==> config.mk <==
export PLATFORM = sky130hd
export DESIGN_NAME = adcsq_top
export DESIGN_NICKNAME = d
export VERILOG_FILES = /design/src/rtl/adcsq_pkg.sv /design/src/rtl/adcsq_fifo_if.sv /design/src/rtl/adcsq_top.sv /design/src/rtl/adcsq_sync.sv /design/src/rtl/adcsq_fifo.sv
export SDC_FILE = /design/constraint.sdc
export NUM_CORES = 1
export LEC_CHECK = 0
export BUFFER_PORTS_ARGS = -buffer_cell sky130_fd_sc_hd__buf_2
export CORE_ASPECT_RATIO = 2
export CORE_MARGIN = 3
export CORE_UTILIZATION = 38
export DETAILED_ROUTE_END_ITERATION = 10
export HOLD_SLACK_MARGIN = 0.06
export PLACE_DENSITY = 0.64
export SLEW_MARGIN = 20
export SYNTH_ARGS = -nofsm -noshare
export SYNTH_HDL_FRONTEND = slang
export SYNTH_HIERARCHICAL = 1
export SYNTH_SLANG_ARGS = --single-unit
==> constraint.sdc <==
create_clock -name CLOCK -period 3.08 [get_ports CLOCK]
set_input_delay 0.462 -clock CLOCK [delete_from_list [all_inputs] [get_ports CLOCK]]
set_output_delay 0.462 -clock CLOCK [all_outputs]
set_load 0.01 [all_outputs]
==> src/rtl/adcsq_pkg.sv <==
// Shared constants and types of the serial command decoder and mode sequencer.
// Assumes a single 25 MHz clock; every host pin is synchronised before use.
package adcsq_pkg;

    // Serial framing: a frame is 16 serial clocks, the first 4 carry the command.
    localparam logic [4:0] FRAME_BITS = 5'h10;
    localparam logic [4:0] CMD_BITS = 5'h04;
    localparam int WORD_W = 16;
    localparam int CFG_W = 12;
    localparam int RES_W = 10;
    localparam int CHAN_W = 3;

    // A conversion takes 14 conversion clocks.
    localparam logic [3:0] CONV_CLKS = 4'he;

    // Result FIFO depth used by the block.
    localparam int RES_DEPTH = 8;

    // Command codes in the top 4 bits of a frame; 0 to 7 select a channel.
    localparam logic [3:0] CMD_SEL_LAST = 4'h7;
    localparam logic [3:0] CMD_RD_CFG = 4'h9;
    localparam logic [3:0] CMD_WR_CFG = 4'ha;
    localparam logic [3:0] CMD_RD_FIFO = 4'he;

    // Field positions in the 12-bit configuration register.
    localparam int THR_LSB = 0;
    localparam int SEQ_LSB = 2;
    localparam int EXT_BIT = 4;
    localparam int MODE_LSB = 5;
    localparam int EOC_BIT = 7;
    localparam int DIV_BIT = 8;
    localparam logic [11:0] CFG_RESET = 12'h000;

    // Conversion modes held in the two mode bits.
    typedef enum logic [1:0] {
        MODE_SINGLE = 2'b00,
        MODE_REPEAT = 2'b01,
        MODE_SWEEP = 2'b10,
        MODE_RSWEEP = 2'b11
    } adcsq_mode_e;

    // Frame states, Gray coded along idle, command, data.
    typedef enum logic [1:0] {
        FR_IDLE = 2'b00,
        FR_CMD = 2'b01,
        FR_DATA = 2'b11
    } adcsq_frame_e;

    // Converter states.
    typedef enum logic {
        CV_IDLE = 1'b0,
        CV_RUN = 1'b1
    } adcsq_conv_e;

    // Sweep sequences, element [sel][step]: 0-1-2-3, 0-2-4-6, 4-5-6-7, 1-3-5-7.
    localparam logic [3:0][3:0][2:0] SWEEP_SEQ = '{
        '{3'h7, 3'h5, 3'h3, 3'h1},
        '{3'h7, 3'h6, 3'h5, 3'h4},
        '{3'h6, 3'h4, 3'h2, 3'h0},
        '{3'h3, 3'h2, 3'h1, 3'h0}
    };

    // Threshold code 0..3 stands for 2, 4, 6 or 8 stored results.
    function automatic logic [3:0] thr_count(input logic [1:0] code);
        thr_count = {1'b0, code, 1'b0} + 4'h2;
    endfunction

endpackage

==> src/rtl/adcsq_fifo_if.sv <==
// Carrier between the sequencer and its result FIFO.
// Assumes both ends run on the same clock.
`timescale 1ns/1ps
interface adcsq_fifo_if #(
    parameter int WIDTH = 16,
    parameter int DEPTH = 32
);
    localparam int LW = $clog2(DEPTH + 1);
    logic clear; // Empties the FIFO in one cycle.
    logic in_valid; // Filling side offers a word.
    logic in_ready; // FIFO has room.
    logic [WIDTH-1:0] in_data;
    logic out_valid; // A word waits at the head.
    logic out_ready; // Draining side takes the head word.
    logic [WIDTH-1:0] out_data;
    logic [LW-1:0] level; // Words stored.

    modport fifo (input clear, in_valid, in_data, out_ready,
        output in_ready, out_valid, out_data, level);
    modport user (output clear, in_valid, in_data, out_ready,
        input in_ready, out_valid, out_data, level);
endinterface

==> src/rtl/adcsq_top.sv <==
// Serial command decoder and conversion-mode sequencer of the converter.
// Assumes host pins are asynchronous and SCLK is far slower than CLOCK
// (at least 6 CLOCK periods per SCLK period); ADC_RESULT is same-clock logic.
// Function
// - Sweep: one conversion per trigger along the sequence until the threshold, one interrupt
// - Repeat sweep continues; unread FIFO gets cleared
// - Extended sampling: start pin triggers, chip select high
// - Normal sweep: chip select or sync triggers
// - End-of-conversion selection honoured in single-shot only
// - Read config: decode 4 clocks, then shift out
// - First command after interrupt outputs first FIFO word
// - Non-read first command stops output, keeps word except in repeat sweep, which clears the FIFO
// - Read cycles never convert nor signal
// - FIFO reads paced by serial clock, pausable
// - Write loads 12-bit config, no conversion
// - Single-shot extended: start pin rising edge converts
// - Launch and capture on rising serial clock
// - Every config write clears the FIFO
// - Eight-entry FIFO, interrupt at programmable threshold
// - Conversion takes 14 serial-derived clocks
`timescale 1ns/1ps
module adcsq_top
    import adcsq_pkg::*;
(
    input wire logic CLOCK,
    input wire logic ARST_N,
    input wire logic CS_N,
    input wire logic FRAME_SYNC_IN,
    input wire logic SCLK,
    input wire logic SDI,
    input wire logic CONVERSION_START_PIN_N,
    input wire logic [adcsq_pkg::RES_W-1:0] ADC_RESULT,
    output logic SERIAL_DATA_OUT,
    output logic SERIAL_DATA_OUT_OE,
    output logic INT_EOC_N,
    output logic CONV_START,
    output logic [adcsq_pkg::CHAN_W-1:0] CONV_CHANNEL,
    output logic CONV_BUSY
);
    import adcsq_pkg::*;

    // Whole state of the sequencer.
    typedef struct packed {
        adcsq_frame_e fr; // Frame phase.
        logic [4:0] bitcnt; // Serial clocks seen in this word.
        logic [WORD_W-1:0] sh_in; // Bits captured from SDI.
        logic [WORD_W-1:0] sh_out; // Bits still to send.
        logic [3:0] cmd; // Decoded command of this frame.
        logic first_word; // Frame opened with the FIFO head on the line.
        logic [1:0] reload; // Delay line until the next FIFO word is shown.
        logic cs_q; // Previous synchronised pin levels for edge detection.
        logic fs_q;
        logic sclk_q;
        logic cst_q;
        logic [CFG_W-1:0] config_register; // Programmed configuration.
        adcsq_conv_e cv; // Converter phase.
        logic [3:0] ccnt; // Conversion clocks counted.
        logic div_ph; // Divide-by-two phase.
        logic [1:0] seq_idx; // Step in the sweep sequence.
        logic [CHAN_W-1:0] sel_chan; // Channel chosen by a select command.
        logic armed; // A select command enables triggered conversions.
        logic sweep_done; // Single sweep finished, waiting for a write.
        logic int_pend; // Threshold interrupt awaits service.
        logic [RES_W-1:0] result; // Last single-shot result.
        logic push; // FIFO push strobe.
        logic pop; // FIFO pop strobe.
        logic clr; // FIFO clear strobe.
        logic [WORD_W-1:0] push_data;
        logic serial_data_out;
        logic sdo_oe;
        logic irq_n;
        logic conv_start;
        logic [CHAN_W-1:0] conv_chan;
        logic busy;
    } adcsq_state_s;

    adcsq_state_s s_ff;
    adcsq_state_s nxt_s;
    logic cs_n_s, fs_s, sclk_s, sdi_s, cst_n_s;
    logic sclk_rise, cs_rise, frame_start, cst_rise;
    adcsq_mode_e mode;
    logic ext, eoc_mode, div2;
    logic [3:0] cmd_now;
    logic [WORD_W-1:0] word_now;
    logic is_sel, is_ctl, trig, allow, wr_now;

    adcsq_fifo_if #(.WIDTH(WORD_W), .DEPTH(RES_DEPTH)) fifo_bus ();

    // Every host pin passes two flip-flops before any logic sees it.
    adcsq_sync #(.W(5), .INIT(5'h11)) u_sync (
        .clk(CLOCK),
        .arst_n(ARST_N),
        .d({CS_N, FRAME_SYNC_IN, SCLK, SDI, CONVERSION_START_PIN_N}),
        .q({cs_n_s, fs_s, sclk_s, sdi_s, cst_n_s})
    );

    // Eight result words; a full FIFO refuses new conversion starts.
    adcsq_fifo #(.WIDTH(WORD_W), .DEPTH(RES_DEPTH)) u_fifo (
        .clk(CLOCK),
        .arst_n(ARST_N),
        .port(fifo_bus)
    );

    assign fifo_bus.clear = s_ff.clr;
    assign fifo_bus.in_valid = s_ff.push;
    assign fifo_bus.in_data = s_ff.push_data;
    assign fifo_bus.out_ready = s_ff.pop;

    // Edges and configuration fields.
    always_comb begin
        sclk_rise = sclk_s && !s_ff.sclk_q;
        cs_rise = cs_n_s && !s_ff.cs_q;
        frame_start = (s_ff.cs_q && !cs_n_s) || (!cs_n_s && fs_s && !s_ff.fs_q);
        cst_rise = cst_n_s && !s_ff.cst_q;
        mode = adcsq_mode_e'(s_ff.config_register[MODE_LSB +: 2]);
        ext = s_ff.config_register[EXT_BIT];
        div2 = s_ff.config_register[DIV_BIT];
        // End-of-conversion style only counts in single-shot mode.
        eoc_mode = (mode == MODE_SINGLE) && s_ff.config_register[EOC_BIT];
        cmd_now = {s_ff.sh_in[2:0], sdi_s};
        word_now = {s_ff.sh_in[WORD_W-2:0], sdi_s};
        is_sel = (cmd_now <= CMD_SEL_LAST);
        is_ctl = (cmd_now == CMD_RD_CFG) || (cmd_now == CMD_WR_CFG)
            || (cmd_now == CMD_RD_FIFO);
    end

    // Next-state logic: frame decode, trigger, conversion, then writes.
    always_comb begin
        nxt_s = s_ff;
        trig = 1'b0;
        allow = 1'b0;
        wr_now = 1'b0;
        nxt_s.push = 1'b0;
        nxt_s.pop = 1'b0;
        nxt_s.clr = 1'b0;
        nxt_s.conv_start = 1'b0;
        nxt_s.cs_q = cs_n_s;
        nxt_s.fs_q = fs_s;
        nxt_s.sclk_q = sclk_s;
        nxt_s.cst_q = cst_n_s;
        nxt_s.reload = {s_ff.reload[0], 1'b0};

        // Which modes may start a conversion now.
        unique case (mode)
            MODE_SINGLE: allow = s_ff.armed;
            MODE_REPEAT: allow = s_ff.armed;
            MODE_SWEEP: allow = !s_ff.sweep_done;
            MODE_RSWEEP: allow = 1'b1;
        endcase

        if (cs_rise) begin
            // Chip select high ends any frame and releases the line.
            nxt_s.fr = FR_IDLE;
            nxt_s.sdo_oe = 1'b0;
        end else if (frame_start) begin
            // With an interrupt pending, the head word goes out before the command is known.
            nxt_s.fr = FR_CMD;
            nxt_s.bitcnt = '0;
            nxt_s.sdo_oe = 1'b1;
            nxt_s.first_word = s_ff.int_pend && fifo_bus.out_valid
                && (mode != MODE_SINGLE);
            if (!eoc_mode) begin
                nxt_s.irq_n = 1'b1;
            end
            if (nxt_s.first_word) begin
                nxt_s.serial_data_out = fifo_bus.out_data[WORD_W-1];
                nxt_s.sh_out = {fifo_bus.out_data[WORD_W-2:0], 1'b0};
            end else begin
                // Single shot reads back the previous result here.
                nxt_s.serial_data_out = s_ff.result[RES_W-1];
                nxt_s.sh_out = {s_ff.result[RES_W-2:0], 7'h00};
            end
        end else if (s_ff.fr != FR_IDLE && sclk_rise) begin
            // Capture and launch both happen on the rising serial clock.
            nxt_s.sh_in = word_now;
            nxt_s.serial_data_out = s_ff.sh_out[WORD_W-1];
            nxt_s.sh_out = {s_ff.sh_out[WORD_W-2:0], 1'b0};
            nxt_s.bitcnt = s_ff.bitcnt + 5'h01;
            if (s_ff.fr == FR_CMD && s_ff.bitcnt == CMD_BITS - 5'h01) begin
                // Command decode at the fourth serial clock.
                nxt_s.fr = FR_DATA;
                nxt_s.cmd = cmd_now;
                if (s_ff.first_word && cmd_now != CMD_RD_FIFO) begin
                    // Output stops; the head word stays for a later read, except in repeat sweep, which clears the FIFO.
                    nxt_s.sdo_oe = 1'b0;
                    if (mode == MODE_RSWEEP) begin
                        nxt_s.clr = 1'b1;
                        nxt_s.int_pend = 1'b0;
                    end
                end
                if (cmd_now == CMD_RD_FIFO && !s_ff.first_word) begin
                    nxt_s.sdo_oe = fifo_bus.out_valid;
                    nxt_s.serial_data_out = fifo_bus.out_data[WORD_W-1];
                    nxt_s.sh_out = {fifo_bus.out_data[WORD_W-2:0], 1'b0};
                end else if (cmd_now == CMD_RD_CFG) begin
                    // Configuration follows straight after the command.
                    nxt_s.sdo_oe = 1'b1;
                    nxt_s.serial_data_out = s_ff.config_register[CFG_W-1];
                    nxt_s.sh_out = {s_ff.config_register[CFG_W-2:0], 5'h00};
                end else if (cmd_now == CMD_WR_CFG) begin
                    nxt_s.sdo_oe = 1'b0;
                end else if (!is_ctl) begin
                    // Only single shot returns data in a trigger frame.
                    nxt_s.sdo_oe = s_ff.sdo_oe && (mode == MODE_SINGLE);
                    if (is_sel && (mode == MODE_SINGLE || mode == MODE_REPEAT)) begin
                        nxt_s.sel_chan = cmd_now[CHAN_W-1:0];
                        nxt_s.armed = 1'b1;
                    end
                    // Normal sampling starts on the frame itself; read and
                    // write frames never get here.
                    if (!ext) begin
                        trig = (mode == MODE_SINGLE) ? is_sel
                            : (mode == MODE_REPEAT) ? (is_sel || s_ff.armed)
                            : allow;
                    end
                end
            end else if (s_ff.fr == FR_DATA && s_ff.bitcnt == FRAME_BITS - 5'h01) begin
                nxt_s.bitcnt = '0;
                if (s_ff.cmd == CMD_WR_CFG) begin
                    wr_now = 1'b1;
                    nxt_s.fr = FR_IDLE;
                end else if (s_ff.cmd == CMD_RD_FIFO && s_ff.sdo_oe) begin
                    // Word done: pop and stay ready for the next 16 clocks;
                    // nothing advances while the serial clock pauses.
                    nxt_s.pop = 1'b1;
                    nxt_s.reload = 2'b01;
                end else begin
                    nxt_s.fr = FR_IDLE;
                    nxt_s.sdo_oe = 1'b0;
                end
            end
        end

        // Two cycles after a pop the new head word is valid.
        if (s_ff.reload[1]) begin
            if (fifo_bus.out_valid) begin
                nxt_s.serial_data_out = fifo_bus.out_data[WORD_W-1];
                nxt_s.sh_out = {fifo_bus.out_data[WORD_W-2:0], 1'b0};
            end else begin
                nxt_s.sdo_oe = 1'b0;
                nxt_s.int_pend = 1'b0;
            end
        end

        // The start pin triggers only while chip select is high.
        if (ext && cst_rise && cs_n_s && allow) begin
            trig = 1'b1;
        end

        // Conversion start; a busy converter or full FIFO refuses it.
        if (trig && s_ff.cv == CV_IDLE && fifo_bus.in_ready) begin
            nxt_s.cv = CV_RUN;
            nxt_s.ccnt = '0;
            nxt_s.div_ph = 1'b0;
            nxt_s.busy = 1'b1;
            nxt_s.conv_start = 1'b1;
            nxt_s.conv_chan = (mode[1]) ? SWEEP_SEQ[s_ff.config_register[SEQ_LSB +: 2]][s_ff.seq_idx]
                : nxt_s.sel_chan;
            if (mode == MODE_SINGLE) begin
                nxt_s.armed = 1'b0;
            end
            if (mode == MODE_RSWEEP && s_ff.int_pend) begin
                // New trigger with unread data: discard the old contents.
                nxt_s.clr = 1'b1;
                nxt_s.int_pend = 1'b0;
            end
            if (eoc_mode) begin
                nxt_s.irq_n = 1'b0;
            end
        end

        // Conversion clock is the serial clock, optionally halved.
        if (s_ff.cv == CV_RUN && sclk_rise) begin
            nxt_s.div_ph = !s_ff.div_ph;
            if (!div2 || s_ff.div_ph) begin
                nxt_s.ccnt = s_ff.ccnt + 4'h1;
                if (s_ff.ccnt == CONV_CLKS - 4'h1) begin
                    nxt_s.cv = CV_IDLE;
                    nxt_s.busy = 1'b0;
                    if (mode == MODE_SINGLE) begin
                        nxt_s.result = ADC_RESULT;
                        nxt_s.irq_n = eoc_mode;
                    end else begin
                        nxt_s.push = 1'b1;
                        nxt_s.push_data = {{(WORD_W - RES_W){1'b0}}, ADC_RESULT};
                        nxt_s.seq_idx = s_ff.seq_idx + 2'h1;
                        if (!s_ff.int_pend && (fifo_bus.level + 4'h1)
                                >= thr_count(s_ff.config_register[THR_LSB +: 2])) begin
                            nxt_s.int_pend = 1'b1;
                            nxt_s.irq_n = 1'b0;
                            nxt_s.sweep_done = (mode == MODE_SWEEP);
                            nxt_s.armed = !(mode == MODE_REPEAT) && s_ff.armed;
                        end
                    end
                end
            end
        end

        // A configuration write overrides everything and empties the FIFO.
        if (wr_now) begin
            nxt_s.config_register = word_now[CFG_W-1:0];
            nxt_s.clr = 1'b1;
            nxt_s.push = 1'b0;
            nxt_s.int_pend = 1'b0;
            nxt_s.armed = 1'b0;
            nxt_s.sweep_done = 1'b0;
            nxt_s.seq_idx = '0;
            nxt_s.cv = CV_IDLE;
            nxt_s.busy = 1'b0;
            nxt_s.irq_n = 1'b1;
        end
    end

    // State register; the edge history starts at the idle pin levels.
    always_ff @(posedge CLOCK or negedge ARST_N) begin
        if (!ARST_N) begin
            s_ff <= '0;
            s_ff.config_register <= CFG_RESET;
            s_ff.cs_q <= 1'b1;
            s_ff.cst_q <= 1'b1;
            s_ff.irq_n <= 1'b1;
        end else begin
            s_ff <= nxt_s;
        end
    end

    // Outputs straight from the state register.
    assign SERIAL_DATA_OUT = s_ff.serial_data_out;
    assign SERIAL_DATA_OUT_OE = s_ff.sdo_oe;
    assign INT_EOC_N = s_ff.irq_n;
    assign CONV_START = s_ff.conv_start;
    assign CONV_CHANNEL = s_ff.conv_chan;
    assign CONV_BUSY = s_ff.busy;
endmodule

==> src/rtl/adcsq_sync.sv <==
// Two-stage synchroniser for a group of asynchronous inputs.
// Assumes inputs are independent levels; only the second stage is read.
`timescale 1ns/1ps
module adcsq_sync #(
    parameter int W = 1,
    parameter logic [W-1:0] INIT = '0
) (
    input wire logic clk,
    input wire logic arst_n,
    input wire logic [W-1:0] d,
    output logic [W-1:0] q
);
    typedef struct packed {
        logic [W-1:0] s1; // First stage, read by the second stage only.
        logic [W-1:0] s2; // Settled copy.
    } adcsq_sync_s;

    adcsq_sync_s s_ff;
    adcsq_sync_s nxt_s;

    // Next state: shift the pins through both stages.
    always_comb begin
        nxt_s.s1 = d;
        nxt_s.s2 = s_ff.s1;
    end

    // Both stages reset to the idle level of the pins.
    always_ff @(posedge clk or negedge arst_n) begin
        if (!arst_n) begin
            s_ff <= {INIT, INIT};
        end else begin
            s_ff <= nxt_s;
        end
    end

    assign q = s_ff.s2;
endmodule

==> src/rtl/adcsq_fifo.sv <==
// Synchronous result FIFO with registered head word and one-cycle clear.
// Assumes one clock; pushing while full or popping while empty is ignored.
`timescale 1ns/1ps
module adcsq_fifo #(
    parameter int WIDTH = 16,
    parameter int DEPTH = 32
) (
    input wire logic clk,
    input wire logic arst_n,
    adcsq_fifo_if.fifo port
);
    localparam int AW = (DEPTH > 1) ? $clog2(DEPTH) : 1;
    localparam int LW = $clog2(DEPTH + 1);
    localparam logic [AW-1:0] LAST = AW'(DEPTH - 1);
    localparam logic [LW-1:0] FULL = LW'(DEPTH);

    typedef struct packed {
        logic [DEPTH-1:0][WIDTH-1:0] mem; // Storage.
        logic [AW-1:0] wptr; // Next slot to write.
        logic [AW-1:0] rptr; // Head slot.
        logic [LW-1:0] level; // Words stored.
        logic [WIDTH-1:0] head; // Registered copy of the head word.
    } adcsq_fifo_s;

    adcsq_fifo_s s_ff;
    adcsq_fifo_s nxt_s;
    logic do_push;
    logic do_pop;

    // Next state; the head register is fed from the next memory image so a
    // word pushed into an empty FIFO shows up one cycle later.
    always_comb begin
        nxt_s = s_ff;
        do_push = port.in_valid && (s_ff.level != FULL);
        do_pop = port.out_ready && (s_ff.level != '0);
        if (port.clear) begin
            // Clear wins over both push and pop.
            nxt_s.wptr = '0;
            nxt_s.rptr = '0;
            nxt_s.level = '0;
        end else begin
            if (do_push) begin
                nxt_s.mem[s_ff.wptr] = port.in_data;
                nxt_s.wptr = (s_ff.wptr == LAST) ? '0 : s_ff.wptr + 1'b1;
            end
            if (do_pop) begin
                nxt_s.rptr = (s_ff.rptr == LAST) ? '0 : s_ff.rptr + 1'b1;
            end
            nxt_s.level = s_ff.level + LW'(do_push) - LW'(do_pop);
        end
        nxt_s.head = nxt_s.mem[nxt_s.rptr];
    end

    // State register.
    always_ff @(posedge clk or negedge arst_n) begin
        if (!arst_n) begin
            s_ff <= '0;
        end else begin
            s_ff <= nxt_s;
        end
    end

    assign port.in_ready = (s_ff.level != FULL);
    assign port.out_valid = (s_ff.level != '0);
    assign port.out_data = s_ff.head;
    assign port.level = s_ff.level;
endmodule

; ---- Word-level counts from Yosys, hierarchy flattened
; Index checks and enable logic that the tools add are counted.
[totals]
regBits = 271
out_inout_bits = 8
elab_cells = 298
inputBits = 17
[op_classes]
add_sub_neg = 9
n_eq_ne = 19
bitwise = 4
n_lt_le_gt_ge = 7
n_reduce_logical = 69
n_mux = 145
[op_table]
columns = cell, count
row1 = two-way mux 131 bit, 1
row2 = bitwise mux 128 bit, 1
row3 = two-way mux 128 bit, 1
row4 = two-way mux 16 bit, 8
row5 = two-way mux 1 bit, 74
row6 = binary-select mux 16 bit (select 3 bit), 1
row7 = demux 16 bit (select 3 bit), 1
row8 = two-way mux 43 bit, 1
row9 = two-way mux 14 bit, 3
row10 = two-way mux 2 bit, 21
row11 = two-way mux 4 bit, 10
row12 = logical AND 1 bit, 29
row13 = binary-select mux 12 bit (select 2 bit), 1
row14 = "== test 4 bit, second input constant", 6
row15 = two-way mux 3 bit, 8
row16 = two-way mux 23 bit, 1
row17 = two-way mux 10 bit, 2
row18 = two-way mux 20 bit, 1
row19 = nonzero test 2 bit, 9
row20 = AND reduction 4 bit, 4
row21 = two-way mux 7 bit, 2
row22 = two-way mux 12 bit, 1
row23 = two-way mux 6 bit, 2
row24 = logical NOT 1 bit, 11
row25 = other kinds (33), 54

; ---- Depth between registers and ports, before layout
[depth]
word_depth = 24
mapped_depth = 13
depth_no_buf = 13

; ---- Modules after synthesis
; Netlist, hierarchy kept.
[by_module_without_submodules]
columns = module, cells_each, seq_area_each_um2, n_inst, area_each_um2
row1 = adcsq_fifo, 603, 3853.7, 1, 7452.1
row2 = adcsq_top, 486, 2531.2, 1, 5122.4
row3 = adcsq_sync, 10, 255.2, 1, 255.2

; ---- Worst setup path after synthesis
; OpenSTA, ideal clock, no wires.
[synth_timing]
path_kind = register to register
from = reg u_fifo.s_ff (netlist bit u_fifo/port.level[2])
to = reg u_fifo.s_ff (netlist bit u_fifo/port.level[2])
path_stages_with_launch = 13
required_ns = 2.948
arrival_ns = 2.288
path_slack_ns = 0.660
n_path_buf = 0
setup_ns = 0.132
synth_period_minus_slack_ns = 2.420
path_cell_list = dfrtp_1 > inv_1 > ha_1 > nor3b_2 > inv_2 > nand2_1 > inv_1 > ha_1 > inv_1 > ha_1 > fa_1 > xnor2_1 > nor2_1
[synth_lines]
columns = item, line
row1 = start: declaration, adcsq_fifo.sv:25  ; adcsq_fifo_s s_ff;
row2 = start signal: assignment, adcsq_fifo.sv:59  ; s_ff <= nxt_s;

==> impl_metrics.json <==
{
  "crit_path_top_delay_cell": "nor3b_4",
  "p_leak_nw": 6.91,
  "final_nets": 1194,
  "finalCritPeriodShare_pct": 88.4,
  "period_needed_ns": 2.72,
  "whs_ns": 0.197,
  "dr.pass1.iters": 5,
  "timing.fmax_mhz": 367,
  "rows": 94,
  "dieArea_sq_um": 36100,
  "vias": 8702,
  "worstPathMaxFanout": 16,
  "tightest_slew_ns": 0.862,
  "synth_cells": 1099,
  "htreeDepth": 1,
  "status": "finished, final reports clean",
  "path_clk_slew_ns": 0.07,
  "synth_flop_cell": "dfrtp_1",
  "cts_inserted_buffers": 23,
  "worstPathArrival_ns": 3.10,
  "required_ns": 3.46,
  "yosys-top-cells-area": "dfrtp_1, mux2_2, nand2_1",
  "num_antenna_cells": 0,
  "die_x_microns": 136,
  "cts_tree": "built",
  "grt_max_degree": 100,
  "viasPerCell": 5.43,
  "clock_latency_ns": 0.52,
  "yosys.area.top_type_share_pct": 50.3,
  "cap_violations": 0,
  "drive_gt1_share_pct": 26.8,
  "overflow": 0,
  "end_kind": "register",
  "grt_pass1_vias": 9387,
  "core_sq_um": 33000,
  "path_buf_inv": 2,
  "start_util_pct": 38.8,
  "ctsRootBufferMaster": "clkbuf_16",
  "synth_edf_count": 0,
  "io_pins": 25,
  "peakVddDrop_uv": 301,
  "grt.total_usage_pct": 18.5,
  "cts.sinks": 265,
  "cts-resized-gates": 0,
  "fin_tns_setup_ns": 0,
  "ant_nets": 0,
  "synth_cell_types": 85,
  "crit_type": "register to register",
  "drtIter0Drc": 411,
  "synth_area_sq_um": 12800,
  "grt_setup_unrepaired": "false",
  "timing.final.ws_setup_ns": 0.356,
  "powerDensity_nw_per_um2": 476,
  "place_ws_ns": 0.376,
  "hpwl_mm": 23.5,
  "final_common_cell": "dfrtp_1",
  "syn_avg_cell_area_sq_um": 11.7,
  "path_cells": "inv_1, ha_1, nor3b_4, inv_4, nand4b_4, mux2_4, mux2_2, a32oi_1, o21ai_1",
  "yosysWarnings": 6,
  "synth-seq-area-share_pct": 51.8,
  "ff_latch_area_sq_um": 6640,
  "cpPeakStageDelay_ns": 0.44,
  "start_kind": "register",
  "final_max_slew_viol_count": 0,
  "async_reset_ff_share_pct": 100,
  "grt_pass1_wl_mm": 52.3,
  "fin_worst_skew_ns": 0.0141,
  "gp_congestion": 0.877,
  "syn2layout_area_growth_pct": 12.3,
  "yosys_register_bits": 265,
  "slew_headroom_pct": 42.5,
  "die_h_microns": 266,
  "clockBufferDepth": 3,
  "wl_per_cell_microns": 20.3,
  "portBuffers": 24,
  "drc": 0,
  "final_cell_mix": "dfrtp_1, mux2_2, nand2_1, nor2_1, conb_1",
  "antenna_found_initial": 0,
  "cp_top_family": "simple AND/OR/NAND/NOR gates",
  "yosys.area.top_type": "dfrtp_1",
  "n_fill_cell": 3089,
  "multi_input_area_sq_um": 5820,
  "drt-total-wl_mm": 32.5,
  "hold_viol_final": 0,
  "hold_path.class": "input port to register",
  "setup_viol": 0
}
[cell families after synthesis]
group | count (synthesis) | synth area share, %
XOR/XNOR | 7 | 0.478
adder cells (fa/ha/maj) | 20 | 2.01
AND/OR/NAND/NOR | 305 | 13.0
other | 1 | 0.0292
AO/OA/AOI/OAI | 203 | 11.3
buffers and inverters | 107 | 4.33
flip-flops | 265 | 51.8
multiplexers | 191 | 17.1
[layer usage]
| layer | vias up | share of wire, % | wire, microns | track usage [%] |
|---|---|---|---|---|
| li1 | 4005 | - | - | - |
| met1 | 4420 | 35 | 11300 | 18.4 |
| met2 | 192 | 56 | 18300 | 36.2 |
| met3 | 85 | 2.7 | 873 | 1.81 |
| met4 | 0 | 6.3 | 2060 | 10.7 |
| met5 | - | 0 | 0 | 0 |
[registers in the layout (all words and copies together), names as in the netlist, 2 cells and up]
name	cells
u_fifo/s_ff	134
u_fifo/port.out_data	16
fifo_bus.in_data	10
CONV_CHANNEL	3
u_sync/nxt_s	5
u_fifo/port.level	4
u_sync/q	5
mode	2
s_ff	74
cmd_now	3
[cell usage after synthesis, types with 7 or more instances]
cell / n
mux2_4: 11
nor2_1: 48
nor2b_1: 12
nor3_1: 8
ha_1: 19
buf_2: 28
mux2_2: 162
a21oi_1: 23
o221ai_1: 16
mux2i_1: 11
a32oi_1: 18
o32ai_1: 15
inv_1: 19
nand2_1: 122
buf_4: 27
o21a_1: 18
dfrtp_1: 258
o21ai_1: 11
o21ai_0: 36
dfstp_2: 7
clkbuf_1: 25
nand3_1: 15
a221oi_1: 10
nand2b_1: 38
[path summary, 6_finish.rpt]
path                                 startpoint  cells after the start  slack [ns]                       to
max                        u_fifo/port.level[2]                      9        0.36  u_fifo/port.out_data[5]
min in group asynchronous                ARST_N                      2        0.51                 s_ff[62]
min                               ADC_RESULT[8]                      2        0.20                 s_ff[35]
min reg2reg                     u_sync/nxt_s[2]                      0        0.35              u_sync/q[2]
max in group asynchronous                ARST_N                      3        1.63          u_fifo/s_ff[30]
max reg2reg                u_fifo/port.level[2]                      9        0.36  u_fifo/port.out_data[5]
[timing repair]
action,CTS,global route
hold buffers,6,0
endpoints found under the hold margin,73,0
setup buffers,0,0
[final cells by class]
type | instances | area share [%]
Sequential cell | 265 | 46.1
Clock buffer | 32 | 4.65
Multi-Input combinational cell | 772 | 40.4
Clock inverter | 8 | 0.660
Tap cell | 432 | 3.75
Inverter | 22 | 0.591
Timing Repair Buffer | 73 | 3.82
[worst reg2reg max path, delay by kind of cell, from the launching register on]
kind	cells	cell delay, ns
adder cells (fa/ha/maj)	1	0.16
buffers and inverters	2	0.25
flip-flops	1	0.40
AND/OR/NAND/NOR	2	0.82
multiplexers	2	0.62
AO/OA/AOI/OAI	2	0.35
[metrics by stage]
stage	instances	instance area [sq um]	util, %	total power, mW
2_1_floorplan	1144	13000	-	3.78
3_3_place_gp	1558	13600	41.1	3.94
3_5_place_dp	1558	13600	41.1	3.95
4_1_cts	1604	14400	43.6	6.93
5_1_grt	1604	14400	43.6	7.11
6_report	1604	14400	43.6	6.86
[where the power goes]
group	internal (mW)	switching, mW	total (mW)
clock network	1.69	1.29	2.97
logic	0.108	0.193	0.301
registers	3.53	0.0556	3.58
Power figures use the tool's default switching activity.
